<file path="src/bcfp_pkg.sv">
package bcfp_pkg;

	// ****************************************
	// widths, encodings and reset values
	// ****************************************
	localparam int BCFP_WIDTH = 36;
	localparam int BCFP_DEPTH = 64;
	localparam logic [1:0] BCFP_SIZE_LONG = 2'h0;
	localparam logic [1:0] BCFP_SIZE_WORD = 2'h1;
	localparam logic [1:0] BCFP_SIZE_BYTE = 2'h2;
	localparam logic [1:0] BCFP_SIZE_MAIL = 2'h3;
	localparam logic [1:0] BCFP_SWAP_NONE = 2'h0;
	localparam logic [1:0] BCFP_SWAP_FULL = 2'h1;
	localparam logic [1:0] BCFP_SWAP_PAIR = 2'h2;
	localparam logic [1:0] BCFP_SWAP_HALF = 2'h3;
	localparam logic [1:0] BCFP_PART_RST = 2'h0;
	localparam logic BCFP_MAIL_FLAG_RST = 1'h1;
	localparam logic BCFP_CLK_RST = 1'h0;
	localparam logic BCFP_OE_N_RST = 1'h1;
	localparam logic BCFP_PERR_N_RST = 1'h1;
	localparam logic [6:0] BCFP_THR_RST = 7'h00;
	localparam logic [35:0] BCFP_WORD_RST = 36'h0_0000_0000;

	typedef logic [35:0] bcfp_word_t;

	// port status flags, all high when the condition is absent
	typedef struct packed {
		logic empty;
		logic almost_empty;
		logic full;
		logic almost_full;
	} bcfp_flags_t;

	localparam bcfp_flags_t BCFP_FLAGS_RST = 4'h1;

	// ****************************************
	// lane helpers
	// ****************************************
	// byte-order swap, each mode is its own inverse
	function automatic bcfp_word_t bcfp_swap(input bcfp_word_t w, input logic [1:0] mode);
		case (mode)
			BCFP_SWAP_FULL: bcfp_swap = {w[8:0], w[17:9], w[26:18], w[35:27]};
			BCFP_SWAP_PAIR: bcfp_swap = {w[26:18], w[35:27], w[8:0], w[17:9]};
			BCFP_SWAP_HALF: bcfp_swap = {w[17:0], w[35:18]};
			default: bcfp_swap = w;
		endcase
	endfunction : bcfp_swap

	// last part of a long word for the given bus size
	function automatic logic bcfp_last(input logic [1:0] size, input logic [1:0] part);
		bcfp_last = (size == BCFP_SIZE_WORD) ? (part == 2'h1) :
			(size == BCFP_SIZE_BYTE) ? (part == 2'h3) : 1'b1;
	endfunction : bcfp_last

	// byte lanes used on the bus
	function automatic logic [3:0] bcfp_lane_mask(input logic [1:0] size, input logic endian);
		bcfp_lane_mask = (size == BCFP_SIZE_WORD) ? (endian ? 4'h3 : 4'hc) :
			(size == BCFP_SIZE_BYTE) ? (endian ? 4'h1 : 4'h8) : 4'hf;
	endfunction : bcfp_lane_mask

	// part of a word placed on the bus lanes
	function automatic bcfp_word_t bcfp_extract(input bcfp_word_t w, input logic [1:0] size,
		input logic endian, input logic [1:0] part);
		logic [17:0] half;
		logic [8:0] one;
		half = (endian ? part[0] : ~part[0]) ? w[35:18] : w[17:0];
		one = w[9 * int'(endian ? part : 2'h3 - part) +: 9];
		if (size == BCFP_SIZE_WORD)
			bcfp_extract = endian ? {18'h0_0000, half} : {half, 18'h0_0000};
		else if (size == BCFP_SIZE_BYTE)
			bcfp_extract = endian ? {27'h000_0000, one} : {one, 27'h000_0000};
		else
			bcfp_extract = w;
	endfunction : bcfp_extract

	// bus lanes merged into the word being assembled
	function automatic bcfp_word_t bcfp_insert(input bcfp_word_t w, input bcfp_word_t bus,
		input logic [1:0] size, input logic endian, input logic [1:0] part);
		logic [17:0] half;
		logic [8:0] one;
		bcfp_word_t r;
		half = endian ? bus[17:0] : bus[35:18];
		one = endian ? bus[8:0] : bus[35:27];
		r = w;
		if (size == BCFP_SIZE_WORD)
		begin
			if (endian ? part[0] : ~part[0])
				r[35:18] = half;
			else
				r[17:0] = half;
		end
		else if (size == BCFP_SIZE_BYTE)
			r[9 * int'(endian ? part : 2'h3 - part) +: 9] = one;
		else
			r = bus;
		bcfp_insert = r;
	endfunction : bcfp_insert

	// ****************************************
	// parity
	// ****************************************
	// write the parity of the low eight bits into the top bit of each used byte
	function automatic bcfp_word_t bcfp_parity_gen(input bcfp_word_t w, input logic odd,
		input logic [3:0] mask);
		bcfp_word_t r;
		r = w;
		for (int i = 0; i < 4; i++)
			if (mask[i])
				r[9 * i + 8] = (^w[9 * i +: 8]) ^ odd;
		bcfp_parity_gen = r;
	endfunction : bcfp_parity_gen

	// any used byte failing parity
	function automatic logic bcfp_parity_bad(input bcfp_word_t w, input logic odd,
		input logic [3:0] mask);
		logic bad;
		bad = 1'b0;
		for (int i = 0; i < 4; i++)
			if (mask[i] && ((^w[9 * i +: 9]) != odd))
				bad = 1'b1;
		bcfp_parity_bad = bad;
	endfunction : bcfp_parity_bad

endpackage : bcfp_pkg

</file>
<file path="src/bcfp_fifo_pair.sv">
`timescale 1ns/1ps
module bcfp_fifo_pair #(
	parameter int DEPTH = bcfp_pkg::BCFP_DEPTH,
	parameter int OFFSET0 = 8,
	parameter int OFFSET1 = 16,
	parameter int OFFSET2 = 4,
	parameter int OFFSET3 = 32
) (
	input wire logic clock,
	input wire logic arst_n,
	input wire logic port_a_clock,
	input wire logic port_a_chip_select_n,
	input wire logic port_a_transfer_enable,
	input wire logic port_a_write_select,
	input wire logic port_a_mailbox_select,
	input wire logic port_a_parity_generate,
	input wire logic [35:0] port_a_data_lines_in,
	output logic [35:0] port_a_data_lines_out,
	output logic port_a_data_lines_oe_n,
	output logic port_a_empty_flag,
	output logic port_a_almost_empty_flag,
	output logic port_a_full_flag,
	output logic port_a_almost_full_flag,
	output logic port_a_parity_error_n,
	input wire logic port_b_clock,
	input wire logic port_b_chip_select_n,
	input wire logic port_b_transfer_enable,
	input wire logic port_b_write_select,
	input wire logic [1:0] port_b_bus_size,
	input wire logic [1:0] port_b_swap_mode,
	input wire logic endian_select,
	input wire logic port_b_parity_generate,
	input wire logic [35:0] port_b_data_lines_in,
	output logic [35:0] port_b_data_lines_out,
	output logic port_b_data_lines_oe_n,
	output logic port_b_empty_flag,
	output logic port_b_almost_empty_flag,
	output logic port_b_full_flag,
	output logic port_b_almost_full_flag,
	output logic port_b_parity_error_n,
	output logic mail_ab_flag_n,
	output logic mail_ba_flag_n,
	input wire logic odd_parity_select,
	input wire logic offset_select_low,
	input wire logic offset_select_high
);

	localparam int CW = $clog2(DEPTH) + 1;
	localparam int AW = CW - 1;

	// ****************************************
	// storage and state
	// ****************************************
	bcfp_pkg::bcfp_word_t a_to_b_queue [DEPTH];
	bcfp_pkg::bcfp_word_t b_to_a_queue [DEPTH];
	logic [CW-1:0] wp_ab_q, rp_ab_q, wp_ba_q, rp_ba_q;
	logic a_clk_q, b_clk_q;
	bcfp_pkg::bcfp_flags_t fa1_q, fa_q, fb1_q, fb_q;
	logic [6:0] thr_q;
	logic thr_done_q;
	bcfp_pkg::bcfp_word_t mail_ab_q, mail_ba_q, asm_q;
	logic mbf_ab_q, mbf_ba_q;
	logic [1:0] wpart_q, rpart_q;
	bcfp_pkg::bcfp_word_t a_out_q, b_out_q;
	logic a_oe_n_q, b_oe_n_q, a_perr_n_q, b_perr_n_q;

	// threshold chosen by the offset selects
	function automatic logic [6:0] pick_offset(input logic [1:0] sel);
		case (sel)
			2'h0: pick_offset = 7'(OFFSET0);
			2'h1: pick_offset = 7'(OFFSET1);
			2'h2: pick_offset = 7'(OFFSET2);
			default: pick_offset = 7'(OFFSET3);
		endcase
	endfunction : pick_offset

	// raw levels: rd_cnt of the queue read here, wr_cnt of the queue written here
	function automatic bcfp_pkg::bcfp_flags_t level(input logic [CW-1:0] rd_cnt,
		input logic [CW-1:0] wr_cnt, input logic [6:0] thr);
		logic [CW-1:0] free;
		bcfp_pkg::bcfp_flags_t f;
		free = CW'(DEPTH) - wr_cnt;
		f.empty = rd_cnt != '0;
		f.almost_empty = 7'(rd_cnt) > thr;
		f.full = free != '0;
		f.almost_full = 7'(free) > thr;
		level = f;
	endfunction : level

	// ****************************************
	// port strobes and decode
	// ****************************************
	// rising port clock edge seen on the system clock
	wire logic a_edge = port_a_clock & ~a_clk_q;
	wire logic b_edge = port_b_clock & ~b_clk_q;
	wire logic a_sel = a_edge & ~port_a_chip_select_n & port_a_transfer_enable;
	wire logic b_sel = b_edge & ~port_b_chip_select_n & port_b_transfer_enable;
	wire logic b_mbx = port_b_bus_size == bcfp_pkg::BCFP_SIZE_MAIL;
	wire logic a_wr = a_sel & port_a_write_select;
	wire logic a_rd = a_sel & ~port_a_write_select;
	wire logic b_wr = b_sel & port_b_write_select;
	wire logic b_rd = b_sel & ~port_b_write_select;
	wire logic push_ab = a_wr & ~port_a_mailbox_select & fa_q.full;
	wire logic pop_ba = a_rd & ~port_a_mailbox_select & fa_q.empty;
	wire logic b_wr_fifo = b_wr & ~b_mbx & fb_q.full;
	wire logic b_rd_fifo = b_rd & ~b_mbx & fb_q.empty;
	wire logic b_wlast = bcfp_pkg::bcfp_last(port_b_bus_size, wpart_q);
	wire logic b_rlast = bcfp_pkg::bcfp_last(port_b_bus_size, rpart_q);
	wire logic push_ba = b_wr_fifo & b_wlast;
	wire logic pop_ab = b_rd_fifo & b_rlast;
	wire logic mail_ab_wr = a_wr & port_a_mailbox_select & mbf_ab_q;
	wire logic mail_ba_wr = b_wr & b_mbx & mbf_ba_q;
	wire logic mail_ab_rd = b_rd & b_mbx;
	wire logic mail_ba_rd = a_rd & port_a_mailbox_select;

	// ****************************************
	// occupancy and flag levels
	// ****************************************
	// counts after this cycle's pushes and pops
	wire logic [CW-1:0] cnt_ab = wp_ab_q - rp_ab_q;
	wire logic [CW-1:0] cnt_ba = wp_ba_q - rp_ba_q;
	wire logic [CW-1:0] nxt_ab = CW'(cnt_ab + CW'(push_ab) - CW'(pop_ab));
	wire logic [CW-1:0] nxt_ba = CW'(cnt_ba + CW'(push_ba) - CW'(pop_ba));
	wire bcfp_pkg::bcfp_flags_t lvl_a = level(nxt_ba, nxt_ab, thr_q);
	wire bcfp_pkg::bcfp_flags_t lvl_b = level(nxt_ab, nxt_ba, thr_q);

	// ****************************************
	// port B lane handling and read data
	// ****************************************
	// sized bus part merged into the word, swapped into the queue
	wire bcfp_pkg::bcfp_word_t b_asm = bcfp_pkg::bcfp_insert(asm_q, port_b_data_lines_in,
		port_b_bus_size, endian_select, wpart_q);
	wire bcfp_pkg::bcfp_word_t b_wdata = bcfp_pkg::bcfp_swap(b_asm, port_b_swap_mode);
	wire bcfp_pkg::bcfp_word_t b_head = bcfp_pkg::bcfp_swap(a_to_b_queue[rp_ab_q[AW-1:0]],
		port_b_swap_mode);
	wire logic [3:0] b_mask = bcfp_pkg::bcfp_lane_mask(port_b_bus_size, endian_select);
	wire bcfp_pkg::bcfp_word_t b_part = bcfp_pkg::bcfp_extract(b_head, port_b_bus_size,
		endian_select, rpart_q);
	wire bcfp_pkg::bcfp_word_t b_rsrc = b_mbx ? mail_ab_q : b_part;
	wire bcfp_pkg::bcfp_word_t b_rdata = port_b_parity_generate ?
		bcfp_pkg::bcfp_parity_gen(b_rsrc, odd_parity_select, b_mask) : b_rsrc;
	wire bcfp_pkg::bcfp_word_t a_rsrc = port_a_mailbox_select ? mail_ba_q :
		b_to_a_queue[rp_ba_q[AW-1:0]];
	wire bcfp_pkg::bcfp_word_t a_rdata = port_a_parity_generate ?
		bcfp_pkg::bcfp_parity_gen(a_rsrc, odd_parity_select, 4'hf) : a_rsrc;

	// ****************************************
	// queue memories
	// ****************************************
	// array writes, no reset on storage
	always_ff @(posedge clock)
	begin
		if (push_ab)
			a_to_b_queue[wp_ab_q[AW-1:0]] <= port_a_data_lines_in;
		if (push_ba)
			b_to_a_queue[wp_ba_q[AW-1:0]] <= b_wdata;
	end

	// pointers and clock samples
	always_ff @(posedge clock or negedge arst_n)
	begin
		if (!arst_n)
		begin
			wp_ab_q <= '0;
			rp_ab_q <= '0;
			wp_ba_q <= '0;
			rp_ba_q <= '0;
			a_clk_q <= bcfp_pkg::BCFP_CLK_RST;
			b_clk_q <= bcfp_pkg::BCFP_CLK_RST;
		end
		else
		begin
			wp_ab_q <= CW'(wp_ab_q + CW'(push_ab));
			rp_ab_q <= CW'(rp_ab_q + CW'(pop_ab));
			wp_ba_q <= CW'(wp_ba_q + CW'(push_ba));
			rp_ba_q <= CW'(rp_ba_q + CW'(pop_ba));
			a_clk_q <= port_a_clock;
			b_clk_q <= port_b_clock;
		end
	end

	// ****************************************
	// offset capture
	// ****************************************
	// selects taken on the first clock after release
	always_ff @(posedge clock or negedge arst_n)
	begin
		if (!arst_n)
		begin
			thr_q <= bcfp_pkg::BCFP_THR_RST;
			thr_done_q <= 1'b0;
		end
		else if (!thr_done_q)
		begin
			thr_q <= pick_offset({offset_select_high, offset_select_low});
			thr_done_q <= 1'b1;
		end
	end

	// ****************************************
	// flag synchronisers
	// ****************************************
	// rises pass both stages, falls take effect at once
	always_ff @(posedge clock or negedge arst_n)
	begin
		if (!arst_n)
		begin
			fa1_q <= bcfp_pkg::BCFP_FLAGS_RST;
			fa_q <= bcfp_pkg::BCFP_FLAGS_RST;
			fb1_q <= bcfp_pkg::BCFP_FLAGS_RST;
			fb_q <= bcfp_pkg::BCFP_FLAGS_RST;
		end
		else
		begin
			if (a_edge)
			begin
				fa1_q <= lvl_a;
				fa_q <= bcfp_pkg::bcfp_flags_t'(fa1_q & lvl_a);
			end
			if (b_edge)
			begin
				fb1_q <= lvl_b;
				fb_q <= bcfp_pkg::bcfp_flags_t'(fb1_q & lvl_b);
			end
		end
	end

	// ****************************************
	// mailboxes and port B part counters
	// ****************************************
	// new mail drives the flag low and wins over a read
	always_ff @(posedge clock or negedge arst_n)
	begin
		if (!arst_n)
		begin
			mail_ab_q <= bcfp_pkg::BCFP_WORD_RST;
			mail_ba_q <= bcfp_pkg::BCFP_WORD_RST;
			mbf_ab_q <= bcfp_pkg::BCFP_MAIL_FLAG_RST;
			mbf_ba_q <= bcfp_pkg::BCFP_MAIL_FLAG_RST;
			asm_q <= bcfp_pkg::BCFP_WORD_RST;
			wpart_q <= bcfp_pkg::BCFP_PART_RST;
			rpart_q <= bcfp_pkg::BCFP_PART_RST;
		end
		else
		begin
			if (mail_ab_wr)
				mail_ab_q <= port_a_data_lines_in;
			if (mail_ba_wr)
				mail_ba_q <= port_b_data_lines_in;
			mbf_ab_q <= mail_ab_wr ? 1'b0 : (mail_ab_rd ? 1'b1 : mbf_ab_q);
			mbf_ba_q <= mail_ba_wr ? 1'b0 : (mail_ba_rd ? 1'b1 : mbf_ba_q);
			if (b_wr_fifo)
			begin
				asm_q <= b_asm;
				wpart_q <= b_wlast ? bcfp_pkg::BCFP_PART_RST : 2'(wpart_q + 2'h1);
			end
			if (b_rd_fifo)
				rpart_q <= b_rlast ? bcfp_pkg::BCFP_PART_RST : 2'(rpart_q + 2'h1);
		end
	end

	// ****************************************
	// output registers and parity check
	// ****************************************
	// data loads on a read edge, drivers on while chip select and write select are low
	always_ff @(posedge clock or negedge arst_n)
	begin
		if (!arst_n)
		begin
			a_out_q <= bcfp_pkg::BCFP_WORD_RST;
			b_out_q <= bcfp_pkg::BCFP_WORD_RST;
			a_oe_n_q <= bcfp_pkg::BCFP_OE_N_RST;
			b_oe_n_q <= bcfp_pkg::BCFP_OE_N_RST;
			a_perr_n_q <= bcfp_pkg::BCFP_PERR_N_RST;
			b_perr_n_q <= bcfp_pkg::BCFP_PERR_N_RST;
		end
		else
		begin
			if (pop_ba || mail_ba_rd)
				a_out_q <= a_rdata;
			if (b_rd_fifo || mail_ab_rd)
				b_out_q <= b_rdata;
			a_oe_n_q <= port_a_chip_select_n | port_a_write_select;
			b_oe_n_q <= port_b_chip_select_n | port_b_write_select;
			if (a_edge)
				a_perr_n_q <= ~bcfp_pkg::bcfp_parity_bad(port_a_data_lines_in,
					odd_parity_select, 4'hf);
			if (b_edge)
				b_perr_n_q <= ~bcfp_pkg::bcfp_parity_bad(port_b_data_lines_in,
					odd_parity_select, b_mask);
		end
	end

	// outputs straight from the registers
	assign port_a_data_lines_out = a_out_q;
	assign port_a_data_lines_oe_n = a_oe_n_q;
	assign port_b_data_lines_out = b_out_q;
	assign port_b_data_lines_oe_n = b_oe_n_q;
	assign port_a_empty_flag = fa_q.empty;
	assign port_a_almost_empty_flag = fa_q.almost_empty;
	assign port_a_full_flag = fa_q.full;
	assign port_a_almost_full_flag = fa_q.almost_full;
	assign port_b_empty_flag = fb_q.empty;
	assign port_b_almost_empty_flag = fb_q.almost_empty;
	assign port_b_full_flag = fb_q.full;
	assign port_b_almost_full_flag = fb_q.almost_full;
	assign port_a_parity_error_n = a_perr_n_q;
	assign port_b_parity_error_n = b_perr_n_q;
	assign mail_ab_flag_n = mbf_ab_q;
	assign mail_ba_flag_n = mbf_ba_q;

endmodule : bcfp_fifo_pair

</file>
<file path="config.mk">
export PLATFORM = sky130hd
export DESIGN_NAME = bcfp_fifo_pair
export DESIGN_NICKNAME = d
export VERILOG_FILES = /design/src/bcfp_pkg.sv /design/src/bcfp_fifo_pair.sv
export SDC_FILE = /design/constraint.sdc
export NUM_CORES = 2
export LEC_CHECK = 0
export BUFFER_PORTS_ARGS = -buffer_cell sky130_fd_sc_hd__clkbuf_2
export CAP_MARGIN = 30
export CORE_MARGIN = 2
export CORE_UTILIZATION = 50
export DETAILED_ROUTE_END_ITERATION = 12
export GPL_ROUTABILITY_DRIVEN = 0
export PLACE_DENSITY_LB_ADDON = 0.3
export SYNTH_ARGS = -nofsm -noshare
export SYNTH_HDL_FRONTEND = slang
export SYNTH_MEMORY_MAX_BITS = 65536
export SYNTH_SLANG_ARGS = --single-unit
</file>
<file path="constraint.sdc">
create_clock -name clock -period 5.6 [get_ports clock]
set_input_delay 0.28 -clock clock [delete_from_list [all_inputs] [get_ports clock]]
set_output_delay 0.28 -clock clock [all_outputs]
set_load 0.01 [all_outputs]
</file>
==> results.ini <==
[clocking]
cts_made_buffers=461
cts.path.max_buffers=4
cts_tree=done
root_buffer=clkbuf_16
htreeDepth=5
clock-sinks=4849
cts.reportedPaths.clkPinSlew_ps=70
clk_latency_ps=1020

[critical_path]
worstPathArrival_ps=6290
worst_path_largest_cell_delay_ps=740
cp-start-kind=register
cp.required_ps=6440
cp_max_fo=51
end_kind=register
crit_type=reg -> reg
crit_buf_inv=2
crit_slowest_cell=dfrtp_4
crit_chain=buf_12, buf_12, mux2i_1, a22oi_1, nand3_1, nand3_1, o31ai_1, nor3_1, a2111oi_0, nor4_1, a221oi_1, xnor3_1, xnor3_1, xor2_1, a41oi_1
crit_family=compound AO/OA/AOI/OAI gates

[die]
ios=179
core_um2=388800
initial_core_util_pct=50.20
chipHeight_um=628.8
num_rows=229
dieArea_um2=395400
die_x_um=628.8

[timing]
setup_viol=0
rsz0062_at_grt=no
worst_pin_slew_ps=1144
finalMaxSlewViolations=0
post-route-min-period_ps=5455
finalSetupTns_ps=0
period_share_pct=97.41
hold_violations=0
fmax_mhz=183.3
slew_headroom_pct=23.59
fin_ws_ps=144.8
finClkSkew_ps=55.96
hold-worst-slack_ps=54.14

[drt]
drc=0
firstDrtPassIters=8
avgViaCountPerCell=6.514
num_vias=108200
drtAntennaViolNets=0
drtIter0Drc=15280
wl_per_cell_um=34.15
wl_mm=567.1

[synth]
syn_inst=10230
synth_edf_count=4608
synth_seq_area_share_pct=73.98
synth_area_um2=195200
ys_async_sr_fraction_pct=4.970
synth-warning-count=0
synthTopCellsByArea=edfxtp_1 71%, mux4_2 10%, mux2i_1 4.4%
synth_seq_cells=4849
synth_ff_type=edfxtp_1
yosysTopAreaCell=edfxtp_1
synth_top_area_share_pct=70.89
synth_cell_type_count=88
synth.avg_cell_area_um2=19.09
syn-num-nets=10380

[layout]
drive_gt1_share_pct=23.38
final_cell_mix=4608 x edfxtp_1, 895 x mux4_2, 858 x mux2i_1
fillers=28160
areaGrowthSynthToFinish_pct=14.08
multi_input_area_um2=48420
final_util_pct=57.27
layout_commonest_cell=edfxtp_1
nets=11170
seq_area_um2=144500

[placement]
port_buffers=178
dp_slack_ps=185.8
hpwl_mm=336.5

[run_status]
outcome=finished, final reports clean

[global_routing]
grt_overflow_total=0
track_usage_pct=28.24
grt_pass1_wl_mm=795.6
antenna_found_initial=18
grt_max_degree=115
grt_pass1_vias=106100

[power]
power_density_nw_per_um2=397.4
ir_worst_vdd_mv=0.3776
leakage_uw=0.07534

[worst_hold_path]
hp-class=in -> reg

[run]
maxCapViolations=0

## worst register-to-register path: stages, from the launching register on
cell       delay [ps]
dfrtp_4           740
buf_12            320
buf_12            390
mux2i_1           310
a22oi_1           100
nand3_1           110
nand3_1           260
o31ai_1           570
nor3_1            110
a2111oi_0         540
nor4_1            140
a221oi_1          430
xnor3_1           550
xnor3_1           400
xor2_1            170
a41oi_1           130
## power breakdown
group          switching [uW]  internal, uW  total [uW]
sequential                438         40500       40900
combinational            9500          7120       16600
clock                   13400         17500       30900
total                   23400         65100       88500
## repair_timing
item | in CTS | in global routing
buffers inserted | 0 | 1
gates resized for setup | 0 | 2
endpoints found under the hold margin | 1099 | 0
hold buffers | 118 | 0
setup endpoints to repair | 0 | 3
## synthesized netlist by cell type (all sizes together), types with 194 or more instances
library cell / instances
o21ai: 229
dfrtp: 231
o22ai: 194
clkbuf: 298
a21oi: 206
a22oi: 215
mux2i: 861
nand2: 626
nor2: 271
buf: 320
edfxtp: 4608
mux4: 915
## area by class of cell
cell class / count / area share, %
Clock buffer: 579 / 5.501
Timing Repair Buffer: 942 / 3.685
Tap cell: 5197 / 2.920
Antenna cell: 6 / 0.006742
Sequential cell: 4849 / 64.87
Clock inverter: 273 / 1.177
Multi-Input combinational cell: 4702 / 21.74
Inverter: 56 / 0.09777
## sequential cells by signal, indices dropped and copies added (netlist names), 7 cells and up
name,count
mail_ba_q,36
mail_ab_q,36
wp_ab_q,7
port_a_data_lines_out,36
port_b_data_lines_out,36
b_to_a_queue,2304
wp_ba_q,7
rp_ba_q,7
asm_q,36
rp_ab_q,7
a_to_b_queue,2304
## metal layers
layer  GRT usage, %  part of all wire, %
met4          16.19                  6.9
met1          36.97                   36
met5              0                0.013
met3          4.515                  9.8
met2          45.31                   48
## final timing paths
kind                                          startpoint                        end  slack [ps]  cells after the start
max in group asynchronous                         arst_n                 rp_ba_q[0]        4240                      4
worst min-delay path            port_a_data_lines_in[18]       a_to_b_queue[52][18]          50                      2
worst max register to register                rp_ab_q[0]  port_b_data_lines_out[35]         140                     15
worst max-delay path                          rp_ab_q[0]  port_b_data_lines_out[35]         140                     15
min in group asynchronous                         arst_n             mail_ab_flag_n         430                      3
worst min register to register     port_b_parity_error_n      port_b_parity_error_n         450                      2
## metrics by stage
| step | area (um2) | cells | power, uW |
|---|---|---|---|
| after floorplan | 195200 | 10230 | 52520 |
| after global placement | 206200 | 15600 | 57710 |
| after detailed placement | 206500 | 15620 | 58050 |
| after CTS | 222500 | 16590 | 88560 |
| after global routing | 222700 | 16600 | 90860 |
| final | 222700 | 16600 | 88500 |
## kinds of logic after synthesis
family | synth area share, %
flops | 73.98
mux | 15.48
compound gates | 4.621
simple gates | 2.864
buf+inv | 1.822
xor+xnor | 0.8025
fa+ha+maj | 0.4205
other cells | 0.001921
Power figures use the tool's default switching activity.
